`src/core/serial_port_pkg.sv`:
```
// Constants and types shared by the serial command port
//
// Overview of operation
// - Baud selectable 9600, 19200, 57600, 115200.
// - Frame is start, eight data, stop.
// - RTS/CTS hardware handshake both directions.
// - Host present only while DTR asserted.
// - Characters received without DTR are discarded.
// - DSR asserted while port enabled.
// - CTS drops when receive side cannot accept.
// - Transmit starts only while host asserts RTS.
// - ASCII lines end with CR and/or LF.
// - Lines delivered to command processing unchanged.
`default_nettype none
package serial_port_pkg;
   // ****************************************************
   // Clock and bit timing
   // ****************************************************
   localparam int unsigned CLK_HZ       = 100_000_000;    // System clock rate
   localparam int unsigned BAUD_9600    = 9600;           // Selectable rates
   localparam int unsigned BAUD_19200   = 19200;
   localparam int unsigned BAUD_57600   = 57600;
   localparam int unsigned BAUD_115200  = 115200;
   localparam int unsigned DIV_W        = 14;             // Width of bit divider
   localparam logic [DIV_W-1:0] DIV_9600   = DIV_W'(CLK_HZ / BAUD_9600);
   localparam logic [DIV_W-1:0] DIV_19200  = DIV_W'(CLK_HZ / BAUD_19200);
   localparam logic [DIV_W-1:0] DIV_57600  = DIV_W'(CLK_HZ / BAUD_57600);
   localparam logic [DIV_W-1:0] DIV_115200 = DIV_W'(CLK_HZ / BAUD_115200);
   localparam logic [DIV_W-1:0] DIV_ONE    = 14'h0001;
   localparam logic [DIV_W-1:0] DIV_ZERO   = 14'h0000;
   // ****************************************************
   // Baud select codes
   // ****************************************************
   localparam logic [1:0] SEL_9600   = 2'h0;
   localparam logic [1:0] SEL_19200  = 2'h1;
   localparam logic [1:0] SEL_57600  = 2'h2;
   localparam logic [1:0] SEL_115200 = 2'h3;
   // ****************************************************
   // Framing
   // ****************************************************
   localparam int unsigned DATA_BITS = 8;                 // Data bits per frame
   localparam logic [2:0]  LAST_BIT  = 3'h7;              // Index of last data bit
   localparam logic [2:0]  FIRST_BIT = 3'h0;
   localparam logic [7:0]  ASCII_CR  = 8'h0d;             // Line terminators
   localparam logic [7:0]  ASCII_LF  = 8'h0a;
   // ****************************************************
   // Receive buffer
   // ****************************************************
   localparam int unsigned RX_AW       = 6;               // 64 entry buffer
   localparam logic [RX_AW:0] RX_DEPTH = 7'h40;
   localparam logic [RX_AW:0] CTS_OFF  = 7'h30;           // Drop CTS at this fill
   localparam logic [RX_AW:0] CNT_ONE  = 7'h01;
   localparam logic [RX_AW-1:0] PTR_ONE = 6'h01;
   // Line state machine for both directions
   typedef enum logic [1:0] {LN_IDLE, LN_START, LN_DATA, LN_STOP} line_st_t;
endpackage : serial_port_pkg
`default_nettype wire

```
`src/core/rx_char_mem.sv`:
```
// Receive character memory with registered read data
`timescale 1ns/1ps
`default_nettype none
module rx_char_mem
   import serial_port_pkg::*;
(
   // Clock
   input  wire logic             clk_sys,
   input  wire logic             ce,
   // Write side
   input  wire logic             wr_en,
   input  wire logic [RX_AW-1:0] wr_addr,
   input  wire logic [7:0]       wr_data,
   // Read side
   input  wire logic             rd_en,
   input  wire logic [RX_AW-1:0] rd_addr,
   output logic      [7:0]       rd_data
);
   // ****************************************************
   // Storage
   // ****************************************************
   logic [7:0] mem_q [2**RX_AW];     // Character array, no reset needed

   // Write and registered read
   always_ff @(posedge clk_sys) begin
      if (ce && wr_en) begin
         mem_q[wr_addr] <= wr_data;
      end
      if (ce && rd_en) begin
         rd_data <= mem_q[rd_addr];
      end
   end
endmodule // rx_char_mem
`default_nettype wire

```
`src/core/serial_command_port.sv`:
```
// Serial command port: framing, handshake and receive buffer
`timescale 1ns/1ps
`default_nettype none
module serial_command_port
   import serial_port_pkg::*;
(
   // Clock, reset, enable
   input  wire logic       clk_sys,
   input  wire logic       srst,
   input  wire logic       ce,
   // Configuration
   input  wire logic       port_enable,
   input  wire logic [1:0] baud_sel,
   // Serial pins, true levels (1 = asserted / mark)
   input  wire logic       rxd,
   input  wire logic       dtr,
   input  wire logic       rts,
   output logic            txd,
   output logic            cts,
   output logic            dsr,
   // Transmit characters from response logic
   input  wire logic       tx_valid,
   input  wire logic [7:0] tx_data,
   output logic            tx_ready,
   // Received characters to command parser
   output logic            rx_valid,
   output logic [7:0]      rx_data,
   output logic            rx_eol,
   input  wire logic       rx_ready,
   // Status
   output logic            rx_overrun,
   output logic            host_present
);
   // ****************************************************
   // Pin synchronisers
   // ****************************************************
   logic [2:0] meta_q;               // First stage, read only by second
   logic [2:0] sync_q;               // Second stage: rxd, dtr, rts

   // Two flops on every pin input; idle levels at reset
   always_ff @(posedge clk_sys) begin
      if (srst) begin
         meta_q <= 3'h1;
         sync_q <= 3'h1;
      end else if (ce) begin
         meta_q <= {rts, dtr, rxd};
         sync_q <= meta_q;
      end
   end

   // Synchronised pin levels; only these are read by the logic below.
   // DTR low removes presence at once, so a host that drops DTR in the
   // middle of a character loses that character rather than half of it.
   wire rxd_s = sync_q[0];
   wire dtr_s = sync_q[1];
   wire rts_s = sync_q[2];
   wire present = port_enable && dtr_s;

   // ****************************************************
   // Bit period selection
   // ****************************************************
   logic [DIV_W-1:0] div_sel;        // Cycles per bit
   assign div_sel = (baud_sel == SEL_9600)  ? DIV_9600  :
                    (baud_sel == SEL_19200) ? DIV_19200 :
                    (baud_sel == SEL_57600) ? DIV_57600 : DIV_115200;
   // Half a bit period moves the receive sampling point to bit centre;
   // the odd cycle lost on odd divisors is far inside the bit tolerance
   wire [DIV_W-1:0] div_half = {1'b0, div_sel[DIV_W-1:1]};

   // ****************************************************
   // Transmitter
   // ****************************************************
   line_st_t         tx_st_q;        // Transmit line state
   logic [DIV_W-1:0] tx_cnt_q;       // Cycles left in bit
   logic [2:0]       tx_bit_q;       // Data bit index
   logic [7:0]       tx_sh_q;        // Shift register
   logic             txd_q;          // Line level

   // Accept a character only when idle and host has RTS up
   assign tx_ready = (tx_st_q == LN_IDLE) && rts_s && port_enable;
   wire tx_take    = tx_valid && tx_ready;
   wire tx_tick    = (tx_cnt_q == DIV_ONE);

   // Frame out; RTS is checked only between characters so a frame is never cut
   // A started frame always completes: cutting it would leave the host
   // with a broken character instead of a delayed one
   always_ff @(posedge clk_sys) begin
      if (srst) begin
         tx_st_q  <= LN_IDLE;
         tx_cnt_q <= DIV_ZERO;
         tx_bit_q <= FIRST_BIT;
         tx_sh_q  <= 8'h00;
         txd_q    <= 1'b1;
      end else if (ce) begin
         unique case (tx_st_q)
            LN_IDLE: begin
               txd_q <= 1'b1;
               if (tx_take) begin
                  tx_sh_q  <= tx_data;
                  txd_q    <= 1'b0;                       // Start bit
                  tx_cnt_q <= div_sel;
                  tx_st_q  <= LN_START;
               end
            end
            LN_START: begin
               if (tx_tick) begin
                  txd_q    <= tx_sh_q[0];
                  tx_sh_q  <= {1'b0, tx_sh_q[7:1]};
                  tx_bit_q <= FIRST_BIT;
                  tx_cnt_q <= div_sel;
                  tx_st_q  <= LN_DATA;
               end else begin
                  tx_cnt_q <= tx_cnt_q - DIV_ONE;
               end
            end
            LN_DATA: begin
               if (tx_tick) begin
                  tx_cnt_q <= div_sel;
                  if (tx_bit_q == LAST_BIT) begin
                     txd_q   <= 1'b1;                     // Stop bit, no parity
                     tx_st_q <= LN_STOP;
                  end else begin
                     txd_q    <= tx_sh_q[0];
                     tx_sh_q  <= {1'b0, tx_sh_q[7:1]};
                     tx_bit_q <= tx_bit_q + 3'h1;
                  end
               end else begin
                  tx_cnt_q <= tx_cnt_q - DIV_ONE;
               end
            end
            LN_STOP: begin
               if (tx_tick) begin
                  tx_st_q <= LN_IDLE;
               end else begin
                  tx_cnt_q <= tx_cnt_q - DIV_ONE;
               end
            end
         endcase
      end
   end
   assign txd = txd_q;

   // ****************************************************
   // Receiver
   // ****************************************************
   line_st_t         rx_st_q;        // Receive line state
   logic [DIV_W-1:0] rx_cnt_q;       // Cycles to next sample
   logic [2:0]       rx_bit_q;       // Data bit index
   logic [7:0]       rx_sh_q;        // Assembled character
   logic             rx_done_q;      // One-cycle character strobe
   logic             rx_drop_q;      // Character seen without host

   // The counters reload from div_sel at every tick but the stop bit's, so a change of
   // baud_sel only takes effect cleanly between characters; software
   // must switch rates while both directions are idle
   wire rx_tick = (rx_cnt_q == DIV_ONE);

   // Sample mid-bit; a false start (line high at mid start) returns to idle
   always_ff @(posedge clk_sys) begin
      if (srst) begin
         rx_st_q   <= LN_IDLE;
         rx_cnt_q  <= DIV_ZERO;
         rx_bit_q  <= FIRST_BIT;
         rx_sh_q   <= 8'h00;
         rx_done_q <= 1'b0;
         rx_drop_q <= 1'b0;
      end else if (ce) begin
         rx_done_q <= 1'b0;
         unique case (rx_st_q)
            LN_IDLE: begin
               if (!rxd_s && port_enable) begin
                  rx_cnt_q  <= div_half;
                  rx_drop_q <= !dtr_s;
                  rx_st_q   <= LN_START;
               end
            end
            LN_START: begin
               if (rx_tick) begin
                  rx_cnt_q <= div_sel;
                  rx_bit_q <= FIRST_BIT;
                  rx_st_q  <= rxd_s ? LN_IDLE : LN_DATA;
               end else begin
                  rx_cnt_q <= rx_cnt_q - DIV_ONE;
               end
            end
            LN_DATA: begin
               if (rx_tick) begin
                  rx_sh_q  <= {rxd_s, rx_sh_q[7:1]};      // LSB first
                  rx_cnt_q <= div_sel;
                  rx_bit_q <= rx_bit_q + 3'h1;
                  if (rx_bit_q == LAST_BIT) begin
                     rx_st_q <= LN_STOP;
                  end
               end else begin
                  rx_cnt_q <= rx_cnt_q - DIV_ONE;
               end
               if (!dtr_s) begin
                  rx_drop_q <= 1'b1;
               end
            end
            LN_STOP: begin
               if (rx_tick) begin
                  // Framing error (stop low) drops the character
                  rx_done_q <= rxd_s && !rx_drop_q && present;
                  rx_st_q   <= LN_IDLE;
               end else begin
                  rx_cnt_q <= rx_cnt_q - DIV_ONE;
               end
            end
         endcase
      end
   end

   // ****************************************************
   // Receive buffer pointers and fill level
   // ****************************************************
   logic [RX_AW-1:0] wr_ptr_q;       // Next write slot
   logic [RX_AW-1:0] rd_ptr_q;       // Next read slot
   logic [RX_AW:0]   fill_q;         // Characters held, incl. output register
   logic             out_vld_q;      // Output register holds a character
   logic             ovr_q;          // Sticky overrun flag

   // The output register counts as one slot of the fill level, so the
   // memory itself never holds more than the depth minus one while the
   // parser has a character pending
   wire buf_full  = (fill_q == RX_DEPTH);
   wire push      = rx_done_q && !buf_full;
   wire mem_empty = (wr_ptr_q == rd_ptr_q) && (fill_q == (out_vld_q ? CNT_ONE : 7'h00))
                    && !(fill_q == RX_DEPTH);
   wire pop_out   = out_vld_q && rx_ready;
   wire load_out  = !mem_empty && (!out_vld_q || rx_ready);

   // Pointer and count bookkeeping; loss only if the host ignores CTS
   always_ff @(posedge clk_sys) begin
      if (srst) begin
         wr_ptr_q  <= 6'h00;
         rd_ptr_q  <= 6'h00;
         fill_q    <= 7'h00;
         out_vld_q <= 1'b0;
         ovr_q     <= 1'b0;
      end else if (ce) begin
         if (push) begin
            wr_ptr_q <= wr_ptr_q + PTR_ONE;
         end
         if (load_out) begin
            rd_ptr_q <= rd_ptr_q + PTR_ONE;
         end
         if (push && !pop_out) begin
            fill_q <= fill_q + CNT_ONE;
         end else if (pop_out && !push) begin
            fill_q <= fill_q - CNT_ONE;
         end
         if (load_out) begin
            out_vld_q <= 1'b1;
         end else if (pop_out) begin
            out_vld_q <= 1'b0;
         end
         if (rx_done_q && buf_full) begin
            ovr_q <= 1'b1;
         end else if (!present) begin
            ovr_q <= 1'b0;
         end
      end
   end

   // Memory reads are registered, so a character written in one cycle
   // can be read no earlier than the next one
   // Character memory, read into the output register
   rx_char_mem u_mem (
      .clk_sys (clk_sys),
      .ce      (ce),
      .wr_en   (push),
      .wr_addr (wr_ptr_q),
      .wr_data (rx_sh_q),
      .rd_en   (load_out),
      .rd_addr (rd_ptr_q),
      .rd_data (rx_data)
   );

   // Characters pass unaltered; terminators are flagged for the parser
   assign rx_valid = out_vld_q;
   assign rx_eol   = out_vld_q && ((rx_data == ASCII_CR) || (rx_data == ASCII_LF));

   // ****************************************************
   // Handshake outputs
   // ****************************************************
   logic cts_q;                      // Registered clear-to-send

   // Margin of sixteen slots covers characters the host has in flight
   always_ff @(posedge clk_sys) begin
      if (srst) begin
         cts_q <= 1'b0;
      end else if (ce) begin
         cts_q <= present && (fill_q < CTS_OFF);
      end
   end
   // CTS comes from a flop so it never glitches on the pin; DSR is a
   // plain copy of the enable that the host may watch or ignore
   assign cts          = cts_q;
   assign dsr          = port_enable;
   assign rx_overrun   = ovr_q;
   assign host_present = present;
endmodule // serial_command_port
`default_nettype wire

```
`config.mk`:
```
export PLATFORM = sky130hd
export DESIGN_NAME = serial_command_port
export DESIGN_NICKNAME = d
export VERILOG_FILES = /design/src/core/serial_port_pkg.sv /design/src/core/rx_char_mem.sv /design/src/core/serial_command_port.sv
export SDC_FILE = /design/constraint.sdc
export NUM_CORES = 1
export LEC_CHECK = 0
export ABC_AREA = 1
export BUFFER_PORTS_ARGS = -buffer_cell sky130_fd_sc_hd__buf_2
export CAP_MARGIN = 20
export CORE_UTILIZATION = 55
export DETAILED_ROUTE_END_ITERATION = 16
export GPL_ROUTABILITY_DRIVEN = 0
export PLACE_DENSITY = 0.71
export SLEW_MARGIN = 30
export SYNTH_ARGS = -nofsm -noshare
export SYNTH_HDL_FRONTEND = slang
export SYNTH_HIERARCHICAL = 1
export SYNTH_SLANG_ARGS = --single-unit
```
`constraint.sdc`:
```
create_clock -name clk_sys -period 3.5 [get_ports clk_sys]
set_input_delay 0.35 -clock clk_sys [delete_from_list [all_inputs] [get_ports clk_sys]]
set_output_delay 0.35 -clock clk_sys [all_outputs]
set_load 0.03 [all_outputs]
```
After elaboration in Yosys (flattened, before gate mapping):

Memory sizes are Yosys's and may differ from the RTL's. A register that Yosys moved wholly into a read port is not among the register bits.
Cells that the tools add are included.

* flip-flop bits (word level): 85
* input port bits: 19
* memories: 1
* RAM bits: 512

Memory list
* u_mem.mem_q: words 64, width 8, rd ports 1, clocked after Yosys merged registers in 1, write ports 1, RTL line rx_char_mem.sv:22 `logic [7:0] mem_q [2**RX_AW];`

* equal/unequal tests: 32
* magnitude comparators: 1
* muxes and demuxes: 55
* add/subtract/negate cells: 8
* reductions and logical operators: 55

Operators by type and width (count)
* 14-bit 2-to-1 mux: 7
* 14-bit case mux with 3 select lines: 2
* 8-bit 2-to-1 mux: 4
* 14-bit by 1-bit equality test with 1-bit output, second input constant: 2
* 2-bit != test, second input constant: 14
* 14-bit by 1-bit subtractor with 14-bit output, second input constant: 2
* 8-bit case mux with 3 select lines: 1
* 2-bit 2-to-1 mux: 11
* 1-bit logical AND: 19
* 6-bit AND reduction: 3
* 8-bit by 4-bit equality test with 1-bit output, second input constant: 2
* 2-bit case mux with 4 select lines: 2
* 1-bit 2-to-1 mux: 15
* 3-bit 2-to-1 mux: 5
* 7-bit 2-to-1 mux: 2
* 13-bit 2-to-1 mux: 1
* 6-bit by 1-bit adder with 6-bit output, second input constant: 2
* 3-bit case mux with 2 select lines: 2
* 4-bit AND reduction: 3
* 11-bit 2-to-1 mux: 1
* 2-bit equality test, second input constant: 5
* 2-bit AND reduction: 5
* 2-bit nonzero test: 5
* 3-bit AND reduction: 3
* other kinds (18): 33

Depth between registers and ports, before layout:

* word-level depth: 8
* mapped depth: 14

Cells and area by module:

The synthesis kept the hierarchy.

Modules (own cells, without submodules)
* rx_char_mem: instances 1, sequential area each 15615.0 um^2, cells an instance 1810, area an instance 21366.7 um^2
* serial_command_port: instances 1, sequential area each 1701.6 um^2, cells an instance 839, area an instance 5507.8 um^2

Worst setup path after synthesis:

OpenSTA, ideal clock, no wires.

* path kind: register -> register
* from: register fill_q[0]
* to: register fill_q[3]
* clock period less this slack: 2143 ps
* arrival: 2028 ps
* data required time: 3385 ps
* stages on the path, launching flop included: 13
* path slack: 1357 ps
* buffers on the path: 0
* cells stage by stage: dfxtp_1 -> inv_1 -> nand3_1 -> nor2_1 -> nor2_1 -> ha_1 -> inv_1 -> ha_1 -> a21o_1 -> a31oi_1 -> xnor2_1 -> o21ai_0 -> inv_1

* cells in the longest elaborated chain, start to end: 7

RTL lines
* start: declaration: RTL line serial_command_port.sv:219 `logic [RX_AW:0] fill_q;`
* start signal: assignment: RTL line serial_command_port.sv:249 `fill_q <= fill_q + CNT_ONE;`
* start signal: assignment: RTL line serial_command_port.sv:251 `fill_q <= fill_q - CNT_ONE;`
* 7-bit equality test *: RTL line serial_command_port.sv:226 `wire buf_full = (fill_q == RX_DEPTH);`
* 1-bit logical NOT *: RTL line serial_command_port.sv:227 `wire push = rx_done_q && !buf_full;`
* 1-bit logical AND *: RTL line serial_command_port.sv:227
* net push: RTL line serial_command_port.sv:227
* 1-bit logical NOT: RTL line serial_command_port.sv:250 `end else if (pop_out && !push) begin`
* 1-bit logical AND: RTL line serial_command_port.sv:250
* 2-bit nonzero test (no line)
* 2-bit AND reduction (no line)

The timed path passes the listed nets; every way through them passes the cells marked *. The select of a mux whose other input is x is not followed.
A chain may end at the register's enable or synchronous reset.

Worst setup path in the final report:

* from: register fill_q[0]
* to: memory u_mem.mem_q[54][5] (enable)

* cells in the longest elaborated chain, start to end: 6

RTL lines
* 7-bit equality test: RTL line serial_command_port.sv:226
* 1-bit logical NOT: RTL line serial_command_port.sv:227
* 1-bit logical AND: RTL line serial_command_port.sv:227
* net push: RTL line serial_command_port.sv:227
* 1-bit logical AND: RTL line rx_char_mem.sv:26 `if (ce && wr_en) begin`
* 1-bit 2-to-1 mux: RTL line rx_char_mem.sv:26
* 1-bit 2-to-1 mux (not written as such): RTL line rx_char_mem.sv:27 `mem_q[wr_addr] <= wr_data;`
* end: declaration: RTL line rx_char_mem.sv:22

The timed path passes the listed nets, and every way through them passes these cells.

==> run_summary.xml <==
<?xml version="1.0" encoding="UTF-8"?>
<metrics>
  <group name="outcome">
    <metric name="run_status" unit="">finished clean</metric>
  </group>
  <group name="cells_and_area">
    <metric name="fin_area" unit="um^2">29800</metric>
    <metric name="ff_latch_area" unit="um^2">17300</metric>
    <metric name="fill_cells" unit="">3772</metric>
    <metric name="post_route_cells_drive_above_1_share" unit="">0.0983</metric>
    <metric name="post_layout_nonfiller_instances" unit="">3373</metric>
    <metric name="area_of_combinational_cells_with_multiple_inputs" unit="um^2">8220</metric>
    <metric name="insertedDiodeCount" unit="">0</metric>
    <metric name="layout_common_cells" unit="">sky130_fd_sc_hd__nand2_1 (858), sky130_fd_sc_hd__edfxtp_1 (520), sky130_fd_sc_hd__nand3_1 (489)</metric>
    <metric name="areaGrowthSynthToFinish" unit="%">10.8</metric>
    <metric name="layout.cells.most_common" unit="">sky130_fd_sc_hd__nand2_1</metric>
    <metric name="layout.nets" unit="">2758</metric>
  </group>
  <group name="setup_path">
    <metric name="worst_setup_path_start_kind" unit="">flop</metric>
    <metric name="timing.critical_path.fanout_max" unit="">8</metric>
    <metric name="crit_path_frequent_cell" unit="">sky130_fd_sc_hd__nor2_1</metric>
    <metric name="critical_path.max_stage_delay" unit="ps">720</metric>
    <metric name="largest_delay_contributor_family_on_the_critical_path" unit="">simple AND/OR/NAND/NOR gates</metric>
    <metric name="path_buf_inv" unit="">2</metric>
    <metric name="cp_data_required_time" unit="ps">3750</metric>
    <metric name="arrival" unit="ps">3010</metric>
    <metric name="critPathSlowestCell" unit="">sky130_fd_sc_hd__nor2_1</metric>
    <metric name="critical_path.endpoint_type" unit="">flop</metric>
    <metric name="worst-setup-path-type" unit="">reg2reg</metric>
    <metric name="timing.critical_path.cells" unit="">inv_1 &gt; nand3_1 &gt; nor2_1 &gt; nor2_1 &gt; nand2_1 &gt; inv_1 &gt; nand2_1 &gt; nor2_1</metric>
  </group>
  <group name="sta">
    <metric name="grt_setup_unrepaired" unit="">no</metric>
    <metric name="worst_slew_margin_rel" unit="">0.410</metric>
    <metric name="timing.fmax" unit="MHz">362</metric>
    <metric name="worst_pin_slew" unit="ps">886</metric>
    <metric name="post-route-period-util" unit="">0.789</metric>
    <metric name="finalWorstPathRequiredPeriod" unit="ps">2760</metric>
    <metric name="finalSetupViolCount" unit="">0</metric>
    <metric name="worst_clock_skew" unit="ps">13.5</metric>
    <metric name="final_hold_viol_count" unit="">0</metric>
    <metric name="drv_slew" unit="">0</metric>
    <metric name="fin_tns_setup" unit="ps">0</metric>
  </group>
  <group name="synth">
    <metric name="synthCells" unit="">2649</metric>
    <metric name="synth-adder-area-share" unit="">0.0138</metric>
    <metric name="yosys.cell_types.count" unit="">53</metric>
    <metric name="dominant_combinational_cell_family_by_area_after_synthesis" unit="">simple AND/OR/NAND/NOR gates</metric>
    <metric name="synth_compound_gate_area_share" unit="">0.0308</metric>
    <metric name="post_synthesis_cell_area" unit="um^2">26900</metric>
    <metric name="synth_sequential_area_ratio" unit="">0.644</metric>
    <metric name="synthArstFlopShare" unit="">0</metric>
    <metric name="synth_enable_flop_cells" unit="">520</metric>
    <metric name="syn_nets" unit="">2697</metric>
    <metric name="synthXorXnorAreaFrac" unit="">0.00815</metric>
    <metric name="synthesis.area_per_instance" unit="um^2">10.1</metric>
    <metric name="yosys_register_bits" unit="">605</metric>
    <metric name="synth_flop_cell" unit="">sky130_fd_sc_hd__edfxtp_1</metric>
    <metric name="synth.yosys.warnings" unit="">6</metric>
    <metric name="synthMuxAreaShare" unit="">0</metric>
    <metric name="synth_simple_gate_area_share" unit="">0.253</metric>
  </group>
  <group name="global_route">
    <metric name="wire_length_of_the_first_global_routing_pass" unit="mm">105</metric>
    <metric name="globalRouteTotalUtil" unit="">0.275</metric>
    <metric name="grt_util_met2" unit="">0.444</metric>
    <metric name="grt_overflow" unit="">0</metric>
    <metric name="grt_max_degree" unit="">121</metric>
    <metric name="met1_usage" unit="">0.379</metric>
    <metric name="grt_use_met3" unit="">0.0443</metric>
    <metric name="grt_busiest_layer" unit="">met2</metric>
    <metric name="number_of_global_route_vias_before_repair" unit="">19100</metric>
    <metric name="grt_antenna_before_repair" unit="">0</metric>
  </group>
  <group name="routing">
    <metric name="route.detailed.wl_per_inst" unit="um">20.0</metric>
    <metric name="drt_drc_violations_left" unit="">0</metric>
    <metric name="total_number_of_vias" unit="">19600</metric>
    <metric name="route.antenna.remaining_nets" unit="">0</metric>
    <metric name="drtIter0Drc" unit="">2335</metric>
    <metric name="detail_route.wirelength" unit="mm">67.6</metric>
    <metric name="vias_per_cell" unit="">5.81</metric>
    <metric name="firstDrtPassIters" unit="">6</metric>
  </group>
  <group name="power">
    <metric name="power_frac_comb" unit="">0.213</metric>
    <metric name="power-per-cell-area" unit="nW/um^2">622</metric>
    <metric name="p_leak" unit="nW">11.2</metric>
    <metric name="power.internal" unit="W">0.0129</metric>
    <metric name="power_frac_seq" unit="">0.435</metric>
    <metric name="vdd.ir_drop.worst" unit="mV">0.483</metric>
    <metric name="pwr-share-clk" unit="">0.352</metric>
    <metric name="p_switching" unit="W">0.00563</metric>
    <metric name="power.share.switching" unit="">0.304</metric>
  </group>
  <group name="clock_tree">
    <metric name="cts_root_buf" unit="">sky130_fd_sc_hd__clkbuf_16</metric>
    <metric name="cts_num_sinks" unit="">605</metric>
    <metric name="path_clk_slew" unit="ps">60</metric>
    <metric name="cts_resized" unit="">0</metric>
    <metric name="cts_htree_levels" unit="">2</metric>
    <metric name="cts_tree" unit="">built</metric>
    <metric name="ctsLongestPathBuffers" unit="">3</metric>
    <metric name="clock_latency" unit="ps">620</metric>
    <metric name="cts_made_buffers" unit="">60</metric>
  </group>
  <group name="floorplan">
    <metric name="die_w" unit="um">223</metric>
    <metric name="core" unit="um^2">47900</metric>
    <metric name="fp-row-count" unit="">80</metric>
    <metric name="floorplan.initialDensity" unit="">0.561</metric>
    <metric name="die-area" unit="um^2">49800</metric>
    <metric name="boundaryPins" unit="">35</metric>
    <metric name="chipHeight" unit="um">223</metric>
  </group>
  <group name="placed_design">
    <metric name="placed_cells" unit="">3260</metric>
    <metric name="postPlaceCellArea" unit="um^2">27800</metric>
    <metric name="numPortBuffers" unit="">34</metric>
    <metric name="place_hpwl" unit="mm">41.8</metric>
  </group>
  <group name="job">
    <metric name="maxCapViolations" unit="">0</metric>
  </group>
  <group name="worst_hold_path">
    <metric name="holdCritPathClass" unit="">in2reg</metric>
  </group>
</metrics>
synthesized netlist by cell type, types with 3 or more instances:
master                     number  area share
sky130_fd_sc_hd__o21ai_0       51      0.0095
sky130_fd_sc_hd__ha_1          28       0.013
sky130_fd_sc_hd__o21ai_1        4     0.00074
sky130_fd_sc_hd__a21oi_2        7      0.0023
sky130_fd_sc_hd__inv_2          7     0.00098
sky130_fd_sc_hd__xnor2_1        8      0.0026
sky130_fd_sc_hd__buf_6         25       0.010
sky130_fd_sc_hd__buf_4         28      0.0078
sky130_fd_sc_hd__xor2_1        17      0.0055
sky130_fd_sc_hd__nand4_1       25      0.0058
sky130_fd_sc_hd__nand3_2        3      0.0011
sky130_fd_sc_hd__nor2_2         6      0.0014
sky130_fd_sc_hd__edfxtp_1     520        0.58
sky130_fd_sc_hd__dfxtp_1       85       0.063
sky130_fd_sc_hd__nand2_1      858        0.12
sky130_fd_sc_hd__nand2b_1       6      0.0014
sky130_fd_sc_hd__a21oi_1       75       0.014
sky130_fd_sc_hd__nor2_1       159       0.022
sky130_fd_sc_hd__nor3_1         9      0.0017
sky130_fd_sc_hd__buf_1         14      0.0020
sky130_fd_sc_hd__clkinv_1       3     0.00042
sky130_fd_sc_hd__nand3_1      489       0.091
sky130_fd_sc_hd__clkbuf_1      20      0.0028
sky130_fd_sc_hd__nor2_4         4      0.0017
sky130_fd_sc_hd__buf_2         43      0.0080
sky130_fd_sc_hd__nand2_2        8      0.0019
sky130_fd_sc_hd__inv_1        113       0.016
cells by family after synthesis:
group / count (synthesis)
AND/OR/NAND/NOR: 1582
AO/OA/AOI/OAI: 151
XOR/XNOR: 25
adder cells (fa/ha/maj): 29
flip-flops: 605
buffers and inverters: 257
flip-flops by register name (all words and copies together), names as in the netlist, 6 cells and up, named ones only:
name	count
wr_ptr_q	6
fill_q	7
tx_cnt_q	14
rd_ptr_q	6
rx_cnt_q	14
tx_sh_q	8
u_mem/rd_data	8
rx_sh_q	8
u_mem/mem_q	512
metrics by stage:
step	worst slack (ps)	utilization	hold slack [ps]	power, W
after floorplan	1360	-	425	0.0113
after global placement	866	0.579	435	0.0120
after detailed placement	831	0.579	449	0.0121
after CTS	798	0.621	48.9	0.0186
after global routing	550	0.621	94.7	0.0193
final	739	0.621	74.3	0.0185
worst reg2reg max path, cell delays in order (launching register included):
cell	delay, ps
sky130_fd_sc_hd__dfxtp_1	350
sky130_fd_sc_hd__inv_1	110
sky130_fd_sc_hd__nand3_1	90
sky130_fd_sc_hd__nor2_1	80
sky130_fd_sc_hd__nor2_1	150
sky130_fd_sc_hd__nand2_1	160
sky130_fd_sc_hd__inv_1	220
sky130_fd_sc_hd__nand2_1	510
sky130_fd_sc_hd__nor2_1	720
final cells by class:
| class | count | share of cell area |
|---|---|---|
| flip-flops and latches | 605 | 0.582 |
| clock inverters | 37 | 0.0134 |
| repair buffers | 131 | 0.0334 |
| clock buffers | 73 | 0.0534 |
| multi-input cells | 1787 | 0.276 |
| inverters | 125 | 0.0161 |
| well taps | 615 | 0.0258 |
power by group through the flow:
stage / Sequential [W] / Combinational (W) / Clock, W
detailed placement: 0.00821 / 0.00388 / 0
global placement: 0.00820 / 0.00381 / 0
CTS: 0.00805 / 0.00391 / 0.00660
floorplan: 0.00816 / 0.00314 / 0
global route: 0.00808 / 0.00441 / 0.00686
finish: 0.00806 / 0.00396 / 0.00652
worst paths after layout:
check | from | endpoint | slack, ps | cells past startpoint
setup reg to reg | fill_q[0] | u_mem/mem_q[54][5] | 740 | 8
setup / recovery | fill_q[0] | u_mem/mem_q[54][5] | 740 | 8
hold / removal | tx_data[0] | tx_sh_q[0] | 70 | 5
hold reg to reg | meta_q[0] | meta_q[0] | 460 | 2
metal layers:
layer  wire length (um)  part of all wire
met1              27600              0.41
met2              31900              0.47
met3               6050             0.090
met4               2030             0.030
met5                  0                 0
repair_timing:
item | 4_1_cts | 5_1_grt
hold buffers | 3 | 0
setup endpoints to repair | 0 | 0
endpoints found under the hold margin | 3 | 0
buffers inserted | 0 | 0
Note: power is estimated with default switching activity, not from simulation.
